--- config.mk ---
export PLATFORM = sky130hd
export DESIGN_NAME = emct_regs
export DESIGN_NICKNAME = d
export VERILOG_FILES = /design/src/shared/emct_pkg.sv /design/src/hdl/emct_regs.sv /design/src/hdl/emct_pin_edge.sv
export SDC_FILE = /design/constraint.sdc
export NUM_CORES = 1
export LEC_CHECK = 0
export BUFFER_PORTS_ARGS = -buffer_cell sky130_fd_sc_hd__buf_2
export CORE_ASPECT_RATIO = 0.5
export CORE_UTILIZATION = 45
export CTS_CLUSTER_SIZE = 40
export DETAILED_ROUTE_END_ITERATION = 8
export PLACE_DENSITY = 0.65
export RECOVER_POWER = 25
export SYNTH_ARGS = -nofsm -noshare
export SYNTH_HDL_FRONTEND = slang
export SYNTH_HIERARCHICAL = 1
export SYNTH_SLANG_ARGS = --single-unit
--- constraint.sdc ---
create_clock -name ref_clk -period 2.4 [get_ports ref_clk]
set_input_delay 0.24 -clock ref_clk [delete_from_list [all_inputs] [get_ports ref_clk]]
set_output_delay 0.24 -clock ref_clk [all_outputs]
set_load 0.01 [all_outputs]
--- src/shared/emct_pkg.sv ---
// Purpose: constants and types for the extended mode control register block
// Assumes: 16-bit management registers reached over the serial management pins
// Notes:   offsets, positions and reset values live here, except read-only mode bit 10, which emct_regs checks by its number
package emct_pkg;
   localparam logic [4:0]  EMCT_OFS_MODE      = 5'h13;
   localparam logic [4:0]  EMCT_OFS_OUTPUT    = 5'h14;
   localparam int          EMCT_BIT_REPEATER  = 15;
   localparam int          EMCT_BIT_HW_SPEED  = 14;
   localparam int          EMCT_BIT_REM_FAULT = 13;
   localparam int          EMCT_BANK_HI       = 12;
   localparam int          EMCT_BANK_LO       = 11;
   localparam int          EMCT_BIT_AUTO_XO   = 9;
   localparam int          EMCT_BIT_MAN_XO    = 8;
   localparam int          EMCT_BIT_TRISTATE  = 7;
   localparam int          EMCT_BIT_AUTO_PD   = 0;
   localparam int          EMCT_BIT_STRENGTH  = 15;
   localparam logic [1:0]  EMCT_BANK_LEGACY   = 2'h1;
   localparam logic [15:0] EMCT_MODE_RESET    = 16'h0201;
   localparam logic [15:0] EMCT_MODE_WMASK    = 16'hDBFF;
   localparam logic [15:0] EMCT_OUTPUT_RESET  = 16'h3FE9;
   localparam logic [5:0]  EMCT_PREAMBLE_LEN  = 6'h20;
   localparam logic [5:0]  EMCT_HDR_LAST      = 6'h0C;
   localparam logic [5:0]  EMCT_TA_LAST       = 6'h01;
   localparam logic [5:0]  EMCT_DATA_LAST     = 6'h0F;
   localparam logic [1:0]  EMCT_OP_READ       = 2'h2;
   localparam logic [1:0]  EMCT_OP_WRITE      = 2'h1;

   typedef enum logic [2:0] {
      EMCT_PRE, EMCT_HDR, EMCT_TA_RD, EMCT_RDATA, EMCT_TA_WR, EMCT_WDATA
   } emct_state_t;

   typedef struct packed {
      logic       repeater_req;
      logic       speed_100;
      logic [1:0] bank_sel;
      logic       auto_crossover_enable;
      logic       manual_crossover_select;
      logic       pair_output_tristate;
      logic       auto_pd_100_enable;
      logic       drive_strength_high;
   } emct_ctrl_t;

   typedef struct packed {
      logic mdio_out;
      logic mdio_oe;
   } emct_pin_t;
endpackage : emct_pkg

--- src/hdl/emct_regs.sv ---
// Purpose: extended mode and output control registers behind the management pins
// Assumes: mdc and mdio inputs synchronous to ref_clk; strap pins stable at reset
// Notes:   only addresses 0x13 and 0x14 (0x14 not in legacy bank 1) are answered; others leave mdio undriven
`timescale 1ns/100ps
`default_nettype none
module emct_regs
   import emct_pkg::*;
(
   input  wire logic       ref_clk,
   input  wire logic       sys_rst,
   input  wire logic [4:0] phy_addr,
   input  wire logic       strap_repeater,
   input  wire logic       strap_hw_speed,
   input  wire logic       speed_pin,
   input  wire logic       reg0_speed_sel,
   input  wire logic       remote_fault,
   input  wire logic       mdc,
   input  wire logic       mdio_in,
   output var  emct_pin_t  mdio_pin,
   output var  emct_ctrl_t ctrl,
   output var  logic [15:0] output_reg
);
   logic        mdc_level;
   logic        mdc_rise;
   emct_state_t state;
   emct_state_t next_state;
   logic [5:0]  cnt;
   logic [5:0]  next_cnt;
   logic [12:0] hdr;
   logic [12:0] next_hdr;
   logic [15:0] shreg;
   logic [15:0] next_shreg;
   logic [4:0]  reg_sel;
   logic [4:0]  next_reg_sel;
   emct_pin_t   next_mdio_pin;
   logic        wr_go;
   logic        bit_in;
   logic [15:0] mode_reg;
   logic [15:0] next_mode_reg;
   logic [15:0] next_output_reg;
   logic        strap_taken;
   logic        next_strap_taken;
   logic [15:0] rd_mux;
   logic        hit;
   emct_ctrl_t  next_ctrl;

   emct_pin_edge u_mdc (
      .ref_clk (ref_clk),
      .sys_rst (sys_rst),
      .pin     (mdc),
      .level   (mdc_level),
      .rise    (mdc_rise)
   );

   // mdio registered with mdc so both describe the same instant
   always_ff @(posedge ref_clk or posedge sys_rst) begin
      if (sys_rst) begin
         bit_in <= 1'b0;
      end else begin
         bit_in <= mdio_in;
      end
   end

   // bank 1 swaps in the legacy set above 0x13, so 0x14 is not ours there
   always_comb begin
      hit    = 1'b0;
      rd_mux = 16'h0000;
      if (reg_sel == EMCT_OFS_MODE) begin
         hit    = 1'b1;
         rd_mux = mode_reg;
         rd_mux[EMCT_BIT_REM_FAULT] = remote_fault;
      end else if (reg_sel == EMCT_OFS_OUTPUT &&
                   mode_reg[EMCT_BANK_HI:EMCT_BANK_LO] != EMCT_BANK_LEGACY) begin
         hit    = 1'b1;
         rd_mux = output_reg;
      end
   end

   always_comb begin
      next_state    = state;
      next_cnt      = cnt;
      next_hdr      = hdr;
      next_shreg    = shreg;
      next_reg_sel  = reg_sel;
      next_mdio_pin = mdio_pin;
      wr_go         = 1'b0;
      if (mdc_rise) begin
         case (state)
            EMCT_PRE: begin
               if (bit_in) begin
                  if (cnt != EMCT_PREAMBLE_LEN) begin
                     next_cnt = cnt + 6'h01;
                  end
               end else if (cnt == EMCT_PREAMBLE_LEN) begin
                  next_state = EMCT_HDR;
                  next_cnt   = 6'h00;
               end else begin
                  next_cnt = 6'h00;
               end
            end
            EMCT_HDR: begin
               next_hdr = {hdr[11:0], bit_in};
               next_cnt = cnt + 6'h01;
               if (cnt == EMCT_HDR_LAST) begin
                  next_cnt     = 6'h00;
                  next_reg_sel = next_hdr[4:0];
                  next_state   = EMCT_PRE;
                  if (next_hdr[12] && next_hdr[9:5] == phy_addr) begin
                     if (next_hdr[11:10] == EMCT_OP_READ) begin
                        next_state = EMCT_TA_RD;
                     end else if (next_hdr[11:10] == EMCT_OP_WRITE) begin
                        next_state = EMCT_TA_WR;
                     end
                  end
               end
            end
            EMCT_TA_RD: begin
               next_state = EMCT_PRE;
               if (hit) begin
                  next_mdio_pin.mdio_oe  = 1'b1;
                  next_mdio_pin.mdio_out = 1'b0;
                  next_shreg = rd_mux;
                  next_state = EMCT_RDATA;
               end
            end
            EMCT_RDATA: begin
               next_mdio_pin.mdio_out = shreg[15];
               next_shreg = {shreg[14:0], 1'b0};
               next_cnt   = cnt + 6'h01;
               if (cnt == EMCT_DATA_LAST + 6'h01) begin
                  next_mdio_pin.mdio_oe  = 1'b0;
                  next_mdio_pin.mdio_out = 1'b0;
                  next_cnt   = 6'h00;
                  next_state = EMCT_PRE;
               end
            end
            EMCT_TA_WR: begin
               next_cnt = cnt + 6'h01;
               if (cnt == EMCT_TA_LAST) begin
                  next_cnt   = 6'h00;
                  next_state = EMCT_WDATA;
               end
            end
            EMCT_WDATA: begin
               next_shreg = {shreg[14:0], bit_in};
               next_cnt   = cnt + 6'h01;
               if (cnt == EMCT_DATA_LAST) begin
                  wr_go      = 1'b1;
                  next_cnt   = 6'h00;
                  next_state = EMCT_PRE;
               end
            end
            default: begin
               next_state = EMCT_PRE;
               next_cnt   = 6'h00;
            end
         endcase
      end
   end

   always_ff @(posedge ref_clk or posedge sys_rst) begin
      if (sys_rst) begin
         state    <= EMCT_PRE;
         cnt      <= 6'h00;
         hdr      <= 13'h0000;
         shreg    <= 16'h0000;
         reg_sel  <= 5'h00;
         mdio_pin <= '0;
      end else begin
         state    <= next_state;
         cnt      <= next_cnt;
         hdr      <= next_hdr;
         shreg    <= next_shreg;
         reg_sel  <= next_reg_sel;
         mdio_pin <= next_mdio_pin;
      end
   end

   // straps are caught on the first edge after reset release
   always_comb begin
      next_mode_reg    = mode_reg;
      next_output_reg  = output_reg;
      next_strap_taken = 1'b1;
      if (!strap_taken) begin
         next_mode_reg[EMCT_BIT_REPEATER] = strap_repeater;
         next_mode_reg[EMCT_BIT_HW_SPEED] = strap_hw_speed;
      end
      if (wr_go && hit) begin
         if (reg_sel == EMCT_OFS_MODE) begin
            // read-only bits keep their value
            next_mode_reg = (mode_reg & ~EMCT_MODE_WMASK) | (next_shreg & EMCT_MODE_WMASK);
         end else begin
            next_output_reg = next_shreg;
         end
      end
   end

   always_ff @(posedge ref_clk or posedge sys_rst) begin
      if (sys_rst) begin
         mode_reg    <= EMCT_MODE_RESET;
         output_reg  <= EMCT_OUTPUT_RESET;
         strap_taken <= 1'b0;
      end else begin
         mode_reg    <= next_mode_reg;
         output_reg  <= next_output_reg;
         strap_taken <= next_strap_taken;
      end
   end

   always_comb begin
      next_ctrl.repeater_req = mode_reg[EMCT_BIT_REPEATER];
      next_ctrl.speed_100    = mode_reg[EMCT_BIT_HW_SPEED] ? speed_pin
                                                           : reg0_speed_sel;
      next_ctrl.bank_sel     = mode_reg[EMCT_BANK_HI:EMCT_BANK_LO];
      next_ctrl.auto_crossover_enable   = mode_reg[EMCT_BIT_AUTO_XO];
      next_ctrl.manual_crossover_select = mode_reg[EMCT_BIT_MAN_XO];
      next_ctrl.pair_output_tristate    = mode_reg[EMCT_BIT_TRISTATE];
      next_ctrl.auto_pd_100_enable      = mode_reg[EMCT_BIT_AUTO_PD];
      next_ctrl.drive_strength_high     = output_reg[EMCT_BIT_STRENGTH];
   end

   always_ff @(posedge ref_clk or posedge sys_rst) begin
      if (sys_rst) begin
         ctrl <= '0;
      end else begin
         ctrl <= next_ctrl;
      end
   end

   // the release edge still clears ctrl, so attempts starting there are skipped
   a_speed_hw_pin: assert property (@(posedge ref_clk) disable iff (sys_rst)
      (!sys_rst && mode_reg[EMCT_BIT_HW_SPEED]) |=> ctrl.speed_100 == $past(speed_pin))
      else $error("speed does not follow pin in hardware mode");
   a_speed_sw_bit: assert property (@(posedge ref_clk) disable iff (sys_rst)
      (!sys_rst && !mode_reg[EMCT_BIT_HW_SPEED]) |=> ctrl.speed_100 == $past(reg0_speed_sel))
      else $error("speed does not follow register bit in software mode");
   a_bank_legacy: assert property (@(posedge ref_clk) disable iff (sys_rst)
      (mode_reg[EMCT_BANK_HI:EMCT_BANK_LO] == EMCT_BANK_LEGACY && reg_sel == EMCT_OFS_OUTPUT)
      |-> !hit)
      else $error("output register answered in legacy bank");
   a_legacy_nowrite: assert property (@(posedge ref_clk) disable iff (sys_rst)
      (wr_go && reg_sel == EMCT_OFS_OUTPUT &&
       mode_reg[EMCT_BANK_HI:EMCT_BANK_LO] == EMCT_BANK_LEGACY) |=> $stable(output_reg))
      else $error("output register written in legacy bank");
   a_xover_write: assert property (@(posedge ref_clk) disable iff (sys_rst)
      (wr_go && reg_sel == EMCT_OFS_MODE) |=> ##1
      ctrl.auto_crossover_enable == $past(next_shreg[EMCT_BIT_AUTO_XO], 2))
      else $error("crossover enable not updated by write");
   a_tristate_out: assert property (@(posedge ref_clk) disable iff (sys_rst)
      $rose(mode_reg[EMCT_BIT_TRISTATE]) |=> ctrl.pair_output_tristate)
      else $error("tristate control not forwarded");
   a_autopd_out: assert property (@(posedge ref_clk) disable iff (sys_rst)
      $fell(mode_reg[EMCT_BIT_AUTO_PD]) |=> !ctrl.auto_pd_100_enable)
      else $error("auto power-down not withdrawn");
   a_strength_out: assert property (@(posedge ref_clk) disable iff (sys_rst)
      (wr_go && hit && reg_sel == EMCT_OFS_OUTPUT) |=> ##1
      ctrl.drive_strength_high == $past(next_shreg[EMCT_BIT_STRENGTH], 2))
      else $error("drive strength not updated by write");
   a_ro_kept: assert property (@(posedge ref_clk) disable iff (sys_rst)
      (wr_go && reg_sel == EMCT_OFS_MODE) |=> mode_reg[10] == $past(mode_reg[10]))
      else $error("read-only bit changed by write");
endmodule : emct_regs
`default_nettype wire

--- src/hdl/emct_pin_edge.sv ---
// Purpose: registers a synchronous pin and flags its rising edge
// Assumes: pin already synchronous to ref_clk
// Notes:   rise is a one-cycle pulse aligned with the registered level
`timescale 1ns/100ps
`default_nettype none
module emct_pin_edge (
   input  wire logic ref_clk,
   input  wire logic sys_rst,
   input  wire logic pin,
   output var  logic level,
   output var  logic rise
);
   logic next_level;
   logic next_rise;

   always_comb begin
      next_level = pin;
      next_rise  = pin & ~level;
   end

   always_ff @(posedge ref_clk or posedge sys_rst) begin
      if (sys_rst) begin
         level <= 1'b0;
         rise  <= 1'b0;
      end else begin
         level <= next_level;
         rise  <= next_rise;
      end
   end
endmodule : emct_pin_edge
`default_nettype wire

==> impl_results.md, run 1 <==
- Fraction of layout instances using a drive strength above 1: 29.1%
- Final Hold Fails: 0
- CP Class: flip-flop to flip-flop
- Gpl congestion: 0.831
- Status: finished clean
- Final Power: 3.98 mW
- Sequential fraction of the synthesis area: 52.0%
- Vias per inst: 5.98
- Clock sinks: 87
- Syn_area_per_cell: 10.9 um2
- Critical-path maximum fanout: 5
- Post-CTS Setup Repair Bufs: 0
- Vias in the first global route: 3,476
- Synth unique cells: 57
- Post-Layout Inst Area: 0.00492 mm2
- Critical path required time: 2.61 ns
- Total number of vias: 3,329
- Setup TNS: 0 ns
- Finish-stage setup viols: 0
- Post-synth EDFFs: 0
- Finished Core Util: 55.4%
- Num CTS Buffers: 9
- Most frequent cells in the layout: dfrtp_1 (74), buf_2 (39), nand2_1 (34)
- Leading cell type in the layout, fill and taps excluded: dfrtp_1
- Dominant synthesized flop cell: dfrtp_1
- DP Area: 0.00461 mm2
- Global route overflow: 0
- Async S/R FF share, synth: 100%
- Final Slew Violations: 0
- CP max stage delay: 0.41 ns
- Flops & latches, synth: 87
- Crit. Startpoint: cnt[0]$_DFFE_PP0P_
- Initial Utilization: 47.4%
- Slew HR: 21.8%
- Worst setup EP type: flip-flop
- CP delay by family, top: compound AO/OA/AOI/OAI gates
- Starting DRT DRC Count: 278
- Vert. Die Dim: 70.4 um
- Reg2reg start: cnt[0]$_DFFE_PP0P_
- Dpl cells: 539
- DRC: 0
- F_max: 453 MHz
- VDD IR max: 0.406 mV
- Latest clock arrival within the worst-skew pair: 0.33 ns
- WL final: 9730 um
- Overall Global Routing Usage: 21.7%
- Crit path launch type: flip-flop
- CTS HTree Levels: 3
- Slew at the pin closest to its max-slew limit: 1.17 ns
- CP Buf/Inv Count: 1
- Root Driver: clkbuf_16
- Post-Syn Area: 0.00422 mm2
- Post-route insts no fill: 557
- Die W: 139 um
- Nets@finish: 452
- TritonRoute pass-1 iters: 8
- Pleak: 2.32 nW
- Synth-to-Final Area Change: 16.8%
- Ys Warns: 6
- N_diodes: 0
- Hold Startpoint: mdc
- IO buf count: 40
- ANT nets after route: 0
- Synthesized netlist cell count: 388
- Largest net degree at the start of global routing: 86
- Crit-path slowest cell: dfrtp_1
- Post-detail-place hpwl: 6350 um
- Mapped Nets: 405
- Period utilization: 91.9%
- Wire per inst: 17.5 um
- CTS clk-pin slew, worst paths: 0.06 ns
- Hold Crit Class: input port to flip-flop
- Max clock buf depth: 2
- FP Rows: 24
- Max-Cap Viols: 0
- Pwr per Cell Area: 808 mW/mm2
- IO Pins: 41
- First-pass GRT wire length: 16,600 um
- Crit path time final: 2.21 ns
- Core area: 0.00889 mm2
- Initial antenna violation count: 0
- Die area: 0.00978 mm2
- Crit path cell chain: inv_1 -> ha_1 -> nor2b_2 -> a31o_2 -> nand4_1 -> a211oi_1 -> mux2_2
- Unrepaired setup endpoints after global routing: false
- Critical Path AT: 2.42 ns
- CTS tree: yes
- Clock Skew: 0.00699 ns
cell type report:
cell class | instances | area [um2]
clock buffers | 11 | 243
multi-input cells | 269 | 1880
flip-flops and latches | 87 | 2190
clock inverters | 5 | 57.6
fillers | 761 | 3960
inverters | 11 | 45.0
well taps | 117 | 146
repair buffers | 57 | 357
synth_stat cells (all sizes together), types with 3 or more instances:
cell | count | share of area, %
a31oi | 13 | 1.9
or2 | 3 | 0.45
nand2b | 3 | 0.45
a21oi | 6 | 0.71
a211oi | 3 | 0.53
xor2 | 4 | 0.83
nand3 | 16 | 1.9
and2 | 3 | 0.45
or3b | 4 | 0.83
a22oi | 23 | 4.1
o21ai | 18 | 2.1
dfstp | 13 | 8.1
and3 | 4 | 0.59
dfrtp | 74 | 44
nand2 | 34 | 3.0
mux2 | 30 | 8.0
ha | 3 | 0.89
nor3 | 5 | 0.98
inv | 11 | 0.98
nor2 | 33 | 3.0
nor2b | 9 | 1.5
a22o | 8 | 1.7
a221o | 12 | 2.8
buf | 16 | 2.1
nor4 | 5 | 1.5
clkbuf | 5 | 0.45
layer usage:
layer	global-route usage (%)	wire, um	vias to the layer above
met4	10.2	173	0
met2	36.1	4780	132
met1	26.5	4200	1653
met5	0	0	-
li1	-	-	1526
met3	5.69	575	18
logic make-up after synthesis:
kind of cell               share of synthesized area (%)
other                                             0.0890
and+or+nand+nor                                     17.0
buffers and inverters                               3.56
adders and majority gates                          0.891
AOI/OAI and AO/OA                                   16.9
DFF                                                 52.0
muxes                                               8.25
xor gates and xnor gates                            1.25
worst reg2reg max path, stage by stage, from the launching register on:
cell      delay, ns
dfrtp_1        0.41
inv_1          0.11
ha_1           0.23
nor2b_2        0.26
a31o_2         0.20
nand4_1        0.18
a211oi_1       0.32
mux2_2         0.38
metrics by stage:
stage	worst slack (ns)	hold slack, ns
3_5_place_dp	0.109	0.122
4_1_cts	0.102	0.0156
5_1_grt	0.0220	0.0230
2_1_floorplan	0.415	-0.0188
3_3_place_gp	0.277	0.116
6_report	0.194	0.0264
what timing repair did:
item,in CTS,in global routing
endpoints found under the hold margin,3,0
endpoints found under the setup margin,0,5
resized for setup,0,2
hold buffers,2,0
power breakdown:
group	internal, mW	switching, mW
clock network	0.835	0.565
logic	0.341	0.401
registers	1.63	0.206
path summary, 6_finish.rpt:
path	to	slack, ns	cells after the start
max	state[0]$_DFFE_PP0P_	0.19	7
min	u_mdc/level$_DFF_PP0_	0.03	1
max reg2reg	state[0]$_DFFE_PP0P_	0.19	7
min reg2reg	ctrl[8]$_DFF_PP0_	0.42	0
max in group asynchronous	state[2]$_DFFE_PP0P_	0.74	4
min in group asynchronous	u_mdc/level$_DFF_PP0_	0.33	3
(Power assumes the default switching activity.)
==> run 2, diff against run 1 <==
--- a/config.mk
+++ b/config.mk
@@ -11,7 +11,6 @@
 export CTS_CLUSTER_SIZE = 40
 export DETAILED_ROUTE_END_ITERATION = 8
 export PLACE_DENSITY = 0.65
-export RECOVER_POWER = 25
 export SYNTH_ARGS = -nofsm -noshare
 export SYNTH_HDL_FRONTEND = slang
 export SYNTH_HIERARCHICAL = 1
==> run 2 against run 1 <==
Against the previous run: die area unchanged; first-iteration DRC count down 1.1%; non-clock buffer count unchanged; via count up 0.24%; utilization up 0.15 points; clock skew about the same; flip-flop and latch count unchanged; combinational power up 0.8%; total power up 0.12%; register-to-register slack about the same; critical endpoint unchanged; largest power group unchanged; highest routed layer unchanged.
==> impl_results.md, run 2 (same netlist as run 1, synthesis figures left out) <==
- Synth-to-Final Area Change: 17.2%
- Die W: 139 um (unchanged)
- Overall Global Routing Usage: 21.7% (unchanged)
- Footprint of the multi-input gates: 0.00188 mm2 (unchanged)
- Hold Crit Class: input port to flip-flop
- Core area: 0.00889 mm2 (unchanged)
- WHS Endpoint: u_mdc/level$_DFF_PP0_
- Die area: 0.00978 mm2 (unchanged)
- Starting DRT DRC Count: 275 (-1.1%)
- N_diodes: 0 (unchanged)
- Fraction of layout instances using a drive strength above 1: 29.8% (+0.68 points)
- Vias in the first global route: 3,476 (unchanged)
- Most frequent cells in the layout: dfrtp_1 (74), buf_2 (40), nand2_1 (34)
- Clock Skew: 0.00714 ns (+0.000157 ns)
- Cell count of the worst hold path: 1 (unchanged)
- Post-Layout Inst Area: 0.00494 mm2 (+0.28%)
- Period utilization: 91.8% (about the same)
- Post-detail-place hpwl: 6350 um (unchanged)
- VDD IR max: 0.408 mV (+0.49%)
- FP Rows: 24 (unchanged)
- Crit. Startpoint: cnt[0]$_DFFE_PP0P_
- First-pass GRT wire length: 16,600 um (unchanged)
- Crit path time final: 2.20 ns (-0.00210 ns)
- IO buf count: 40 (unchanged)
- Unrepaired setup endpoints after global routing: false
- DRC: 0 (unchanged)
- Sequential cell area: 0.00219 mm2 (unchanged)
- Largest net degree at the start of global routing: 86 (unchanged)
- Critical R2R Capture: state[0]$_DFFE_PP0P_
- CTS HTree Levels: 3 (unchanged)
- Max clock buf depth: 2 (unchanged)
- Num CTS Buffers: 9 (unchanged)
- Wire per inst: 17.4 um (-0.23%)
- Pleak: 2.33 nW (+0.30%)
- Hold Startpoint: mdc
- Initial antenna violation count: 0 (unchanged)
- Vert. Die Dim: 70.4 um (unchanged)
- F_max: 454 MHz (about the same)
- Root Driver: clkbuf_16
- Clock sinks: 87 (unchanged)
- Worst r2r path cells: 7 (unchanged)
- Critical path required time: 2.61 ns (about the same)
- WL final: 9710 um (-0.23%)
- Global route overflow: 0 (unchanged)
- Reg2reg start: cnt[0]$_DFFE_PP0P_
- Post-CTS Setup Repair Bufs: 0 (unchanged)
- Setup TNS: 0 ns (unchanged)
- ANT nets after route: 0 (unchanged)
- Worst setup EP type: flip-flop
- Gpl congestion: 0.831 (unchanged)
- Slew at the pin closest to its max-slew limit: 0.616 ns (-0.558 ns)
- IO Pins: 41 (unchanged)
- Final Slew Violations: 0 (unchanged)
- DP Area: 0.00461 mm2 (unchanged)
- Slew HR: 58.6% (+37 points)
- Status: finished clean
- Latest clock arrival within the worst-skew pair: 0.34 ns (about the same)
- Nets@finish: 452 (unchanged)
- CTS tree: yes
- Fill cells: 758 (-0.39%)
- Final Hold Fails: 0 (unchanged)
- Pwr per Cell Area: 807 mW/mm2 (-0.16%)
- Total number of vias: 3,337 (+0.24%)
- TritonRoute pass-1 iters: 7 (-1)
- Vias per inst: 5.99 (+0.24%)
- Max-Cap Viols: 0 (unchanged)
- CP Class: flip-flop to flip-flop
- Critical Path AT: 2.42 ns (about the same)
- Initial Utilization: 47.4% (unchanged)
- Crit path launch type: flip-flop
- Finish-stage setup viols: 0 (unchanged)
- CTS clk-pin slew, worst paths: 0.06 ns (about the same)
- Leading cell type in the layout, fill and taps excluded: dfrtp_1
- R2R Setup Slk: 0.20 ns (about the same)
- Critical-path maximum fanout: 5 (unchanged)
## run 2: worst max-delay path, stage by stage, from the launching register on
cell	delay, ns
dfrtp_1	0.41
inv_1	0.11
ha_1	0.23
nor2b_2	0.26
a31o_2	0.20
nand4_1	0.18
a211oi_1	0.32
mux2_2	0.38
## run 2: layout make-up
cell class | instances | share of cell area, %
clock inverter | 5 | 1.17
timing repair buffer | 57 | 7.50
clock buffer | 11 | 4.92
inverter | 11 | 0.912
multi-input combinational | 269 | 38.1
tap | 117 | 2.96
sequential | 87 | 44.4
## run 2: metrics by stage
step | worst slack (ns) | utilization (%) | cells | hold slack [ns] | total power [mW]
2_1_floorplan | 0.415 | - | 388 | -0.0188 | 2.36
3_3_place_gp | 0.277 | 51.8 | 539 | 0.116 | 2.51
3_5_place_dp | 0.109 | 51.8 | 539 | 0.122 | 2.58
4_1_cts | 0.102 | 55.4 | 557 | 0.0156 | 3.99
5_1_grt | 0.0220 | 55.6 | 557 | 0.0230 | 4.18
6_report | 0.196 | 55.6 | 557 | 0.0247 | 3.99
## run 2: power breakdown
part	internal [mW]	switching [mW]
clock	0.835	0.564
combinational	0.344	0.404
sequential	1.63	0.204
total	2.81	1.17
## run 2: timing repair
item,in CTS,in global routing
setup endpoints to repair,0,5
resized for setup,0,2
hold buffers,2,0
hold endpoints to repair,3,0
## run 2: metal layers
| metal | global-route usage (%) | part of all wire, % | vias up |
|---|---|---|---|
| met5 | 0 | 0 | - |
| met4 | 10.2 | 2.1 | 0 |
| met3 | 5.69 | 5.6 | 21 |
| met2 | 36.1 | 49 | 130 |
| met1 | 26.5 | 43 | 1658 |
| li1 | - | - | 1528 |
## run 2: how the worst max path moves through the flow
stage,to,slack [ns],depth (start not counted)
2_1_floorplan,state[0]$_DFFE_PP0P_,0.41,7
3_3_place_gp,cnt[0]$_DFFE_PP0P_,0.28,7
3_5_place_dp,cnt[0]$_DFFE_PP0P_,0.11,7
4_1_cts,cnt[0]$_DFFE_PP0P_,0.10,7
5_1_grt,state[0]$_DFFE_PP0P_,0.02,7
6_report,state[0]$_DFFE_PP0P_,0.20,7
==> run 3, diff against run 2 <==
--- a/config.mk
+++ b/config.mk
@@ -5,7 +5,7 @@
 export SDC_FILE = /design/constraint.sdc
 export NUM_CORES = 1
 export LEC_CHECK = 0
-export BUFFER_PORTS_ARGS = -buffer_cell sky130_fd_sc_hd__buf_2
+export BUFFER_PORTS_ARGS = -buffer_cell sky130_fd_sc_hd__buf_4
 export CORE_ASPECT_RATIO = 0.5
 export CORE_UTILIZATION = 45
 export CTS_CLUSTER_SIZE = 40
==> constraint.sdc (replaced) <==
create_clock -name ref_clk -period 2.4 [get_ports ref_clk]
set_input_delay 0.36 -clock ref_clk [delete_from_list [all_inputs] [get_ports ref_clk]]
set_output_delay 0.36 -clock ref_clk [all_outputs]
set_load 0.01 [all_outputs]
==> run 3 against run 2 <==
Against the previous run: non-clock buffer count rose by 2; via count fell by 1.8%; largest power group unchanged; total power rose by 6.0%.
==> impl_results.md, run 3 (same netlist as run 1, synthesis figures left out) <==
- First-pass GRT wire length: 16,700 um (+0.42%)
- Wire per inst: 17.5 um (+0.32%)
- ANT nets after route: 0 (unchanged)
- N_diodes: 0 (unchanged)
- Root Driver: clkbuf_16
- Max-Cap Viols: 0 (unchanged)
- Die area: 0.00978 mm2 (unchanged)
- Pleak: 2.37 nW (+2.0%)
- Hold Crit Class: input port to flip-flop
- CTS clk-pin slew, worst paths: 0.06 ns (about the same)
- VDD IR max: 0.392 mV (-3.7%)
- Num CTS Buffers: 9 (unchanged)
- Finish-stage setup viols: 0 (unchanged)
- Slew HR: 28.0% (-31 points)
- Synth-to-Final Area Change: 20.9%
- Layer carrying the most global-route usage: met2
- DP Area: 0.00473 mm2 (+2.7%)
- Period utilization: 91.7% (-0.12 points)
- Worst setup EP type: flip-flop
- CTS HTree Levels: 3 (unchanged)
- Fraction of layout instances using a drive strength above 1: 30.3% (+0.54 points)
- Vias per inst: 5.86 (-2.1%)
- Final Power: 4.22 mW (+6.0%)
- CTS tree: yes
- Vert. Die Dim: 70.4 um (unchanged)
- Critical-path maximum fanout: 5 (unchanged)
- Total number of vias: 3,278 (-1.8%)
- Global route overflow: 0 (unchanged)
- Met2 Resource Use GR: 37.8% (+1.7 points)
- Post-CTS Setup Repair Bufs: 0 (unchanged)
- Die W: 139 um (unchanged)
- CP Class: flip-flop to flip-flop
- Gpl congestion: 0.845 (+1.6%)
- IO buf count: 40 (unchanged)
- Met3 Use GR: 6.17% (+0.48 points)
- Max clock buf depth: 2 (unchanged)
- Final Hold Fails: 0 (unchanged)
- IO Pins: 41 (unchanged)
- GR Layer Usage met1: 26.9% (+0.34 points)
- Largest net degree at the start of global routing: 31 (-64%)
- Post-Layout Inst Area: 0.00510 mm2 (+3.2%)
- Initial Utilization: 47.4% (unchanged)
- Starting DRT DRC Count: 205 (-25%)
- Core area: 0.00889 mm2 (unchanged)
- Most frequent cells in the layout: dfrtp_1 (74), buf_4 (55), nand2_1 (34)
- Critical Path AT: 2.42 ns (about the same)
- Setup TNS: 0 ns (unchanged)
- FP Rows: 24 (unchanged)
- Unrepaired setup endpoints after global routing: false
- TritonRoute pass-1 iters: 7 (unchanged)
- Critical path required time: 2.62 ns (about the same)
- Post-route insts no fill: 559 (+0.36%)
- Leading cell type in the layout, fill and taps excluded: dfrtp_1
- F_max: 454 MHz (+0.13%)
- Pwr per Cell Area: 829 mW/mm2 (+2.7%)
- Crit path time final: 2.20 ns (-0.00294 ns)
- Post-detail-place hpwl: 6600 um (+3.9%)
- Nets@finish: 454 (+0.44%)
- Clock sinks: 87 (unchanged)
- Crit path launch type: flip-flop
- Final Slew Violations: 0 (unchanged)
- DRC: 0 (unchanged)
- Overall Global Routing Usage: 22.0% (+0.29 points)
- Clock Skew: 0.00337 ns (-0.00378 ns)
- Dpl cells: 542 (+0.56%)
- Vias in the first global route: 3,404 (-2.1%)
- Status: finished clean
- Initial antenna violation count: 0 (unchanged)
- Latest clock arrival within the worst-skew pair: 0.34 ns (about the same)
- Slew at the pin closest to its max-slew limit: 1.07 ns (+0.458 ns)
- WL final: 9770 um (+0.68%)
[run 3: cell types whose count changed in the layout (fill, tap and decap cells not counted)]
cell,before,now
buf_4,12,55
buf_2,40,0
bufinv_16,1,3
clkinv_4,2,0
clkinv_2,2,1
dlygate4sd3_1,2,1
inv_6,0,1
[run 3: power by group]
group | internal, mW | total (mW) | switching [mW]
sequential | 1.63 | 1.79 | 0.156
combinational | 0.377 | 0.821 | 0.444
clock | 1.05 | 1.61 | 0.565
total | 3.06 | 4.22 | 1.16
[run 3: per-stage QoR]
step | setup WS (ns) | hold WS [ns] | utilization (%)
detailed placement | 0.0832 | 0.244 | 53.2
global route | 0.0510 | 0.123 | 57.3
global placement | 0.261 | 0.237 | 53.2
floorplan | 0.415 | 0.101 | -
finish | 0.199 | 0.134 | 57.3
CTS | 0.0446 | 0.127 | 57.2
[run 3: layout make-up]
| type | instances | area [um2] |
|---|---|---|
| Fill cell | 759 | 3790 |
| Clock inverter | 5 | 104 |
| Tap cell | 117 | 146 |
| Sequential cell | 87 | 2190 |
| Multi-Input combinational cell | 269 | 1880 |
| Inverter | 11 | 45.0 |
| Clock buffer | 11 | 243 |
| Timing Repair Buffer | 59 | 483 |
[run 3: worst paths after layout]
kind / from / to / slack, ns / cells past startpoint
max: cnt[0]$_DFFE_PP0P_ / cnt[0]$_DFFE_PP0P_ / 0.20 / 7
min: mdio_in / bit_in$_DFF_PP0_ / 0.13 / 1
max reg2reg: cnt[0]$_DFFE_PP0P_ / cnt[0]$_DFFE_PP0P_ / 0.20 / 7
min reg2reg: mode_reg[15]$_DFF_PP0_ / ctrl[8]$_DFF_PP0_ / 0.41 / 0
max in group asynchronous: sys_rst / output_reg[6]$_DFFE_PP1P_ / 1.02 / 4
min in group asynchronous: sys_rst / u_mdc/level$_DFF_PP0_ / 0.46 / 3
[run 3: critical path, cell delays in order, from the launching register on]
cell,delay [ns]
dfrtp_1,0.42
inv_1,0.11
ha_1,0.22
nor2b_2,0.26
a31oi_1,0.20
nor4_4,0.42
nor2_1,0.16
mux2_2,0.30
[run 3: metal layers]
metal / wire, um / share of wire [%] / vias to the layer above
met5: 0 / 0 / -
met4: 97 / 0.99 / 0
met3: 461 / 4.7 / 10
met2: 4780 / 49 / 91
met1: 4430 / 45 / 1641
li1: - / - / 1536
[run 3: what timing repair did]
action                                 CTS  global route
hold buffers                             1             0
endpoints found under the hold margin    2             0
gates resized for setup                  0             2
setup endpoints to repair                0             5
